--- src/verilog/fsg_regs.svh ---
// Constants for the flash self-program access guard.
// Assumes a 16-bit byte pointer and 16-bit flash words.
//
// What this block does
// - Concurrent-section erase or write keeps halting section readable, no stall.
// - Halting-section erase or write stalls the core; nothing is readable meanwhile.
// - Lock bits programmed by software or programming port; cleared only by chip erase.
// - General write lock does not block self-programming stores.
// - General read/write lock does not restrict core loads or stores.
// - Application lock: 11 free, 10 and 00 block stores to application section.
// - Application lock 00 or 01 refuses loads from loader code into application.
// - In those modes, vectors in loader: interrupts off while running application.
// - Loader lock: 11 free, 10 and 00 block stores to loader section.
// - Loader lock 00 or 01 refuses loads from application code into loader.
// - In those modes, vectors in application: interrupts off while running loader.
// - Reset vector is 0x0000 when fuse is 1, loader reset address when 0.
// - Software cannot alter fuses; only the programming interface can.
// - Store pointer low bits pick word in page, high bits pick page.
// - Pointer address is latched when a programming operation starts.
// - Lock-setting store ignores the pointer entirely.
// - Loads address bytes; pointer bit 0 picks low or high byte.
// - Busy flag stays one while concurrent section is blocked, until software clears.
// - Stores start programming only when executed from the loader section.
`ifndef FSG_REGS_SVH
`define FSG_REGS_SVH

`define FSG_PTR_W 16
`define FSG_LOCK_W 6
`define FSG_LOCK_ERASED 6'h3f
`define FSG_APP_RESET_ADDR 15'h0000

`endif

--- src/verilog/fsg_pkg.sv ---
// Types shared by the access guard and its helpers.
// Assumes fsg_regs.svh supplies the widths.
`include "fsg_regs.svh"

package fsg_pkg;

    // Kinds of program-memory store
    typedef enum logic [1:0] {
        FSG_OP_FILL,
        FSG_OP_ERASE,
        FSG_OP_WRITE,
        FSG_OP_LOCKSET
    } fsg_store_op_t;

    // One store request from the core
    typedef struct packed {
        fsg_store_op_t op;
        logic [`FSG_PTR_W-1:0] ptr;
        logic [15:0] data;
    } fsg_store_req_t;

    // Lock bits in the order the lock-set data carries them
    typedef struct packed {
        logic loader_lock_upper;
        logic loader_lock_lower;
        logic app_lock_upper;
        logic app_lock_lower;
        logic [1:0] general_lock;
    } fsg_lock_t;

endpackage

--- src/verilog/fsg_access_guard.sv ---
// Access guard for flash self-programming: locks, stalls, addressing.
// Assumes a core that holds store and load requests for one cycle each,
// and a flash macro that pulses flash_done_i when an erase or write ends.
`timescale 1ns/10ps
`include "fsg_regs.svh"

module fsg_access_guard import fsg_pkg::*; #(
    parameter int PAGE_WORD_BITS = 6,
    parameter int LOADER_START_PAGE = 480,
    parameter int HALT_START_PAGE = 448
) (
    // Clock and reset
    input wire logic core_clk_i,
    input wire logic rstn_i,
    // Core execution state
    input wire logic [`FSG_PTR_W-2:0] pc_i,
    input wire logic vectors_in_loader_i,
    // Store requests
    input wire logic store_valid_i,
    input wire fsg_store_req_t store_req_i,
    output logic store_refused_o,
    // Load requests
    input wire logic load_valid_i,
    input wire logic [`FSG_PTR_W-1:0] load_ptr_i,
    output logic load_valid_o,
    output logic load_refused_o,
    output logic [7:0] load_data_o,
    // Busy flag clear from software
    input wire logic busy_clear_i,
    output logic concurrent_section_busy_flag_o,
    // Core control
    output logic cpu_stall_o,
    output logic fetch_ok_o,
    output logic irq_disable_o,
    output logic [`FSG_PTR_W-2:0] reset_addr_o,
    // Fuses and programming interface
    input wire logic reset_vector_select_fuse_i,
    input wire fsg_lock_t lock_nv_i,
    input wire logic pgm_lock_we_i,
    input wire fsg_lock_t pgm_lock_i,
    input wire logic chip_erase_i,
    output fsg_lock_t lock_o,
    // Flash macro
    output logic [`FSG_PTR_W-2:0] flash_raddr_o,
    input wire logic [15:0] flash_rdata_i,
    output logic flash_erase_o,
    output logic flash_write_o,
    output logic [`FSG_PTR_W-2-PAGE_WORD_BITS:0] flash_page_o,
    input wire logic flash_done_i,
    output logic buf_we_o,
    output logic [PAGE_WORD_BITS-1:0] buf_word_o,
    output logic [15:0] buf_data_o
);

    localparam int PAGE_W = `FSG_PTR_W - 1 - PAGE_WORD_BITS;
    localparam logic [PAGE_W-1:0] LDR_PG = PAGE_W'(LOADER_START_PAGE);
    localparam logic [PAGE_W-1:0] HALT_PG = PAGE_W'(HALT_START_PAGE);
    localparam logic [`FSG_PTR_W-2:0] LDR_RESET_ADDR =
        {LDR_PG, {PAGE_WORD_BITS{1'b0}}};

    typedef enum logic {FSG_IDLE, FSG_PROG} fsg_state_t;

    logic rst_n;
    fsg_state_t st_r;
    fsg_state_t st_nxt;
    fsg_lock_t lock_r;
    logic init_done_r;
    logic halt_r;
    logic busy_r;
    logic [PAGE_W-1:0] page_r;

    fsg_rst_sync u_rst_sync (
        .core_clk_i(core_clk_i),
        .rstn_i(rstn_i),
        .rstn_o(rst_n)
    );

    // Section of the running code and of each target
    wire [PAGE_W-1:0] exec_page = pc_i[`FSG_PTR_W-2:PAGE_WORD_BITS];
    wire exec_in_loader = exec_page >= LDR_PG;
    wire [PAGE_W-1:0] st_page = store_req_i.ptr[`FSG_PTR_W-1:PAGE_WORD_BITS+1];
    wire [PAGE_WORD_BITS-1:0] st_word = store_req_i.ptr[PAGE_WORD_BITS:1];
    wire st_tgt_loader = st_page >= LDR_PG;
    wire st_tgt_halt = st_page >= HALT_PG;
    wire [PAGE_W-1:0] ld_page = load_ptr_i[`FSG_PTR_W-1:PAGE_WORD_BITS+1];
    wire ld_tgt_loader = ld_page >= LDR_PG;
    wire ld_tgt_halt = ld_page >= HALT_PG;
    wire fetch_in_halt = exec_page >= HALT_PG;

    // Section lock decoders
    logic app_store_block;
    logic app_load_block;
    logic ldr_store_block;
    logic ldr_load_block;

    fsg_lock_dec u_app_dec (
        .upper_i(lock_r.app_lock_upper),
        .lower_i(lock_r.app_lock_lower),
        .store_block_o(app_store_block),
        .load_block_o(app_load_block)
    );

    fsg_lock_dec u_ldr_dec (
        .upper_i(lock_r.loader_lock_upper),
        .lower_i(lock_r.loader_lock_lower),
        .store_block_o(ldr_store_block),
        .load_block_o(ldr_load_block)
    );

    // Store acceptance; general lock bits play no part
    wire is_prog = (store_req_i.op == FSG_OP_ERASE) || (store_req_i.op == FSG_OP_WRITE);
    wire st_wr_blocked = st_tgt_loader ? ldr_store_block : app_store_block;
    wire store_ok = store_valid_i && exec_in_loader && (st_r == FSG_IDLE)
        && !(is_prog && st_wr_blocked);
    wire start_prog = store_ok && is_prog;
    wire start_lock = store_ok && (store_req_i.op == FSG_OP_LOCKSET);
    wire start_fill = store_ok && (store_req_i.op == FSG_OP_FILL);

    // Load acceptance: cross-section reads under lock, blocked sections
    wire ld_lock_blk = exec_in_loader ? (!ld_tgt_loader && app_load_block)
        : (ld_tgt_loader && ldr_load_block);
    wire ld_sect_blk = cpu_stall_o || (busy_r && !ld_tgt_halt);
    wire load_ok = load_valid_i && !ld_lock_blk && !ld_sect_blk;

    // Core-facing combinational controls
    assign cpu_stall_o = (st_r == FSG_PROG) && halt_r;
    assign fetch_ok_o = !cpu_stall_o && !(busy_r && !fetch_in_halt);
    assign irq_disable_o = (vectors_in_loader_i && !exec_in_loader && app_load_block)
        || (!vectors_in_loader_i && exec_in_loader && ldr_load_block);
    assign flash_raddr_o = load_ptr_i[`FSG_PTR_W-1:1];
    assign concurrent_section_busy_flag_o = busy_r;
    assign lock_o = lock_r;
    assign flash_page_o = page_r;

    // Sequencer next state
    always_comb begin
        st_nxt = st_r;
        unique case (st_r)
            FSG_IDLE: begin
                if (start_prog) begin
                    st_nxt = FSG_PROG;
                end
            end
            FSG_PROG: begin
                if (flash_done_i) begin
                    st_nxt = FSG_IDLE;
                end
            end
        endcase
    end

    // Sequencer state and latched page
    always_ff @(posedge core_clk_i or negedge rst_n) begin
        if (!rst_n) begin
            st_r <= FSG_IDLE;
            page_r <= '0;
            halt_r <= 1'b0;
        end else begin
            st_r <= st_nxt;
            if (start_prog) begin
                page_r <= st_page;
                halt_r <= st_tgt_halt;
            end
        end
    end

    // Flash command pulses
    always_ff @(posedge core_clk_i or negedge rst_n) begin
        if (!rst_n) begin
            flash_erase_o <= 1'b0;
            flash_write_o <= 1'b0;
        end else begin
            flash_erase_o <= start_prog && (store_req_i.op == FSG_OP_ERASE);
            flash_write_o <= start_prog && (store_req_i.op == FSG_OP_WRITE);
        end
    end

    // Busy flag: a new concurrent-section start beats a software clear
    always_ff @(posedge core_clk_i or negedge rst_n) begin
        if (!rst_n) begin
            busy_r <= 1'b0;
        end else if (start_prog && !st_tgt_halt) begin
            busy_r <= 1'b1;
        end else if (busy_clear_i && (st_r == FSG_IDLE)) begin
            busy_r <= 1'b0;
        end
    end

    // Temporary buffer write port
    always_ff @(posedge core_clk_i or negedge rst_n) begin
        if (!rst_n) begin
            buf_we_o <= 1'b0;
            buf_word_o <= '0;
            buf_data_o <= 16'h0000;
        end else begin
            buf_we_o <= start_fill;
            if (start_fill) begin
                buf_word_o <= st_word;
                buf_data_o <= store_req_i.data;
            end
        end
    end

    // Lock bits: load image after reset, then only program or chip erase
    always_ff @(posedge core_clk_i or negedge rst_n) begin
        if (!rst_n) begin
            lock_r <= `FSG_LOCK_ERASED;
            init_done_r <= 1'b0;
        end else begin
            init_done_r <= 1'b1;
            if (!init_done_r) begin
                lock_r <= lock_nv_i;
            end else if (chip_erase_i) begin
                lock_r <= `FSG_LOCK_ERASED;
            end else if (pgm_lock_we_i) begin
                lock_r <= lock_r & pgm_lock_i;
            end else if (start_lock) begin
                lock_r <= lock_r & store_req_i.data[`FSG_LOCK_W-1:0];
            end
        end
    end

    // Reset vector follows the fuse input; no software path reaches it
    always_ff @(posedge core_clk_i or negedge rst_n) begin
        if (!rst_n) begin
            reset_addr_o <= `FSG_APP_RESET_ADDR;
        end else begin
            reset_addr_o <= reset_vector_select_fuse_i ? `FSG_APP_RESET_ADDR
                : LDR_RESET_ADDR;
        end
    end

    // Load and store answers
    always_ff @(posedge core_clk_i or negedge rst_n) begin
        if (!rst_n) begin
            load_valid_o <= 1'b0;
            load_refused_o <= 1'b0;
            load_data_o <= 8'h00;
            store_refused_o <= 1'b0;
        end else begin
            load_valid_o <= load_ok;
            load_refused_o <= load_valid_i && !load_ok;
            store_refused_o <= store_valid_i && !store_ok;
            if (load_ok) begin
                load_data_o <= load_ptr_i[0] ? flash_rdata_i[15:8] : flash_rdata_i[7:0];
            end
        end
    end
endmodule // fsg_access_guard

--- src/verilog/fsg_rst_sync.sv ---
// Reset release synchroniser.
// Assumes an active-low asynchronous reset input.
`timescale 1ns/10ps

module fsg_rst_sync (
    // Clock and raw reset
    input wire logic core_clk_i,
    input wire logic rstn_i,
    // Synchronised reset
    output logic rstn_o
);

    logic meta_r;
    logic hold_r;

    // Assert at once, release after two edges
    always_ff @(posedge core_clk_i or negedge rstn_i) begin
        if (!rstn_i) begin
            meta_r <= 1'b0;
            hold_r <= 1'b0;
        end else begin
            meta_r <= 1'b1;
            hold_r <= meta_r;
        end
    end

    assign rstn_o = hold_r;

endmodule // fsg_rst_sync

--- src/verilog/fsg_lock_dec.sv ---
// Decoder for one two-bit section lock field.
// Assumes 1 means unprogrammed for both bits.
`timescale 1ns/10ps

module fsg_lock_dec (
    // Lock field
    input wire logic upper_i,
    input wire logic lower_i,
    // Decoded restrictions
    output logic store_block_o,
    output logic load_block_o
);

    // Modes 10 and 00 block stores; 00 and 01 block cross-section loads
    assign store_block_o = ~lower_i;
    assign load_block_o = ~upper_i;

endmodule // fsg_lock_dec

--- config.mk ---
export PLATFORM = sky130hd
export DESIGN_NAME = fsg_access_guard
export DESIGN_NICKNAME = d
export VERILOG_FILES = /design/src/verilog/fsg_pkg.sv /design/src/verilog/fsg_access_guard.sv /design/src/verilog/fsg_rst_sync.sv /design/src/verilog/fsg_lock_dec.sv
export VERILOG_INCLUDE_DIRS = /design/src /design/src/verilog
export SDC_FILE = /design/constraint.sdc
export NUM_CORES = 1
export LEC_CHECK = 0
export ABC_AREA = 1
export BUFFER_PORTS_ARGS = -buffer_cell sky130_fd_sc_hd__buf_4
export CAP_MARGIN = 20
export CORE_ASPECT_RATIO = 1.4
export CORE_MARGIN = 2
export CORE_UTILIZATION = 46
export DETAILED_ROUTE_END_ITERATION = 10
export PLACE_DENSITY_LB_ADDON = 0.15
export SYNTH_ARGS = -nofsm -noshare
export SYNTH_HDL_FRONTEND = slang
export SYNTH_SLANG_ARGS = --single-unit
--- constraint.sdc ---
create_clock -name core_clk_i -period 2.6 [get_ports core_clk_i]
set_input_delay 0.39 -clock core_clk_i [delete_from_list [all_inputs] [get_ports core_clk_i]]
set_output_delay 0.39 -clock core_clk_i [all_outputs]
set_load 0.01 [all_outputs]
==> flow_metrics.env <==
export IMPL_synth_cells=332
export IMPL_core_area_mm2=0.006126
export IMPL_synth_edff_count=0
export IMPL_clkLatencyLatePin_ps=340
export IMPL_drive_gt1_share_pct=40.26
export IMPL_synth_most_common_cell="nand2_1"
export IMPL_rsz0062_at_grt="no"
export IMPL_yosys_area_share_simple_pct=26.45
export IMPL_hold_viol=0
export IMPL_arrival_ps=1930
export IMPL_setup_worst_path_class="in -> reg"
export IMPL_grtUsageTotal_pct=20.29
export IMPL_period_share_pct=64.03
export IMPL_min_from="reset_vector_select_fuse_i"
export IMPL_grt_overflow_total=0
export IMPL_slew_headroom_pct=57.56
export IMPL_synth_top_family_by_area="simple AND/OR/NAND/NOR gates"
export IMPL_rows=34
export IMPL_synth_top_area_share_pct=45.10
export IMPL_yosys_area_top_type="dfrtp_1"
export IMPL_detail_route_iter0_violations=96
export IMPL_routed_wl_um=6892
export IMPL_cts_tree="done"
export IMPL_finalPower_mw=2.438
export IMPL_area_growth_pct=38.25
export IMPL_leakage_nw=2.269
export IMPL_via_per_inst=4.742
export IMPL_place_hpwl_um=5269
export IMPL_path_max_fanout=23
export IMPL_fillCellCount=552
export IMPL_start_util_pct=47.10
export IMPL_route_detailed_drc=0
export IMPL_hp_class="in -> reg"
export IMPL_cp_required_ps=2870
export IMPL_synthAdderAreaFrac_pct=1.735
export IMPL_cts_buffers=9
export IMPL_max_cap_viol_count=0
export IMPL_post_synth_cell_area_avg_um2=8.691
export IMPL_clkTransAtPathRegs_ps=60
export IMPL_n_antenna_cell=0
export IMPL_ys_warnings_count=0
export IMPL_grt_max_degree=29
export IMPL_peakVddDrop_uv=375.8
export IMPL_internal_power_mw=1.781
export IMPL_synth_seq_area_share_pct=50.56
export IMPL_synth_xor_xnor_area_share_pct=0
export IMPL_power_clock_fraction_pct=34.5
export IMPL_combPwrFrac_pct=20.9
export IMPL_synth_seq_cells=58
export IMPL_powerDensity_mw_per_mm2=611.2
export IMPL_first_pass_iters=4
export IMPL_slew_viol_final=0
export IMPL_fin_worst_skew_ps=10.57
export IMPL_synth_compound_area_share_pct=4.597
export IMPL_antenna_found_initial=0
export IMPL_placed_area_mm2=0.003775
export IMPL_setup_viol=0
export IMPL_synthMuxAreaShare_pct=3.122
export IMPL_cts_sinks=58
export IMPL_outcome="complete, no violations"
export IMPL_dieArea_mm2=0.006931
export IMPL_grt_pass1_wl_um=11200
export IMPL_grt_pass1_vias=2489
export IMPL_rr_startpoint="lock_o[4]$_DFFE_PN1P_"
export IMPL_pin_count=188
export IMPL_wl_per_cell_um=12.91
export IMPL_crit_start="store_req_i[32]"
export IMPL_fin_ws_ps=935.3
export IMPL_io_buffers=142
export IMPL_utilization_pct=65.11
export IMPL_async_flop_share_pct=100.0
export IMPL_fin_nets=564
export IMPL_fin_area_mm2=0.003989
export IMPL_synthTopCellsByArea="dfrtp_1 45%, nand2_1 18%, buf_4 8.8%"
export IMPL_worstSetupEndpointType="flop"
export IMPL_switching_power_mw=0.6575
export IMPL_die_h_um=97.71
export IMPL_synth_top_flop_cell="dfrtp_1"
export IMPL_switching_share_pct=26.97
export IMPL_cts_setup_buffers=0
export IMPL_die_x_um=70.94
export IMPL_h_tree_depth=3
export IMPL_synth_common_cells="135 x nand2_1, 52 x dfrtp_1, 34 x buf_4, 21 x nand3_1"
export IMPL_gp_congestion=0.7943
export IMPL_cts_buffer_depth=2
export IMPL_worst_pin_slew_ps=636.6
export IMPL_p_seq_share_pct=44.6
export IMPL_vias=2532
export IMPL_synth_area_mm2=0.002885
export IMPL_place_ws_ps=596.6
export IMPL_cts_root_buf="clkbuf_8"
export IMPL_antenna_left=0
export IMPL_ys_types=30
export IMPL_startpoint_type="input port"
export IMPL_period_minus_slack_ps=1665
export IMPL_fmax_mhz=600.7
export IMPL_setup_tns_ps=0
-- power groups by stage --
stage | combinational (mW) | sequential (mW) | clock (mW)
final | 0.510 | 1.09 | 0.840
after CTS | 0.518 | 1.09 | 0.857
after global routing | 0.562 | 1.10 | 0.888
after detailed placement | 0.515 | 1.10 | 0
after global placement | 0.505 | 1.10 | 0
after floorplan | 0.207 | 1.14 | 0
-- placed cells by master, fill, tap and decap left out, types with 6 or more instances in the layout --
| cell type | n |
|---|---|
| o21ai_0 | 7 |
| dfstp_2 | 6 |
| clkbuf_8 | 11 |
| mux2_2 | 8 |
| nand3_1 | 21 |
| o21a_1 | 6 |
| a21oi_1 | 8 |
| dfrtp_1 | 51 |
| nor2_1 | 13 |
| nand2_1 | 135 |
| inv_1 | 13 |
| conb_1 | 13 |
| buf_4 | 144 |
-- metal layers --
layer	up-vias	global-route usage (%)	wire length (um)
met3	13	4.357	516
li1	1248	-	-
met1	1172	23.95	2572
met4	0	9.869	155
met5	-	0	0
met2	99	34.58	3648
-- worst paths after layout --
check	to	slack [ps]	depth (start not counted)
setup / recovery	buf_data_o[14]$_DFFE_PN0P_	940	8
hold / removal	reset_addr_o[13]$_DFF_PN0_	200	2
setup reg to reg	buf_data_o[14]$_DFFE_PN0P_	1100	6
hold reg to reg	buf_data_o[11]$_DFFE_PN0P_	290	0
max in group asynchronous	buf_word_o[4]$_DFFE_PN0P_	1630	1
min in group asynchronous	buf_data_o[11]$_DFFE_PN0P_	290	0
-- worst max-delay path, stage by stage --
cell and delay (ps):
buf_4 90, inv_1 50, ha_1 500, nand3_2 180, nand2_2 100, nor2_4 420
nand2_1 100, nand2_1 90
-- cell families after synthesis --
logic type,Yosys count
AOI/OAI and AO/OA,23
muxes,8
buffers and inverters,57
other,2
adders and majority gates,4
and+or+nand+nor,180
DFF,58
-- layout make-up --
cell class / count / area (um2) / share of cell area (%)
clock buffers: 11 / 151.4 / 3.795
clock inverters: 5 / 52.55 / 1.317
inverters: 15 / 58.81 / 1.474
multi-input cells: 228 / 1085 / 27.20
flip-flops and latches: 58 / 1460 / 36.61
well taps: 72 / 90.09 / 2.258
repair buffers: 145 / 1091 / 27.35
-- repair_timing --
action,4_1_cts,5_1_grt
resized for setup,0,0
hold buffers,1,0
endpoints found under the hold margin,2,0
-- registers in the layout (all words and copies together) (netlist names), 6 cells and up --
register / cells
buf_data_o: 16
buf_word_o: 6
flash_page_o: 9
load_data_o: 8
lock_o: 6
-- metrics by stage --
stage          hold WS, ps  std cells
2_1_floorplan        94.41        343
3_3_place_gp         173.7        517
3_5_place_dp         176.1        517
4_1_cts              185.6        534
5_1_grt              193.0        534
6_report             195.4        534
No activity file was read; power rests on OpenSTA's default activity.
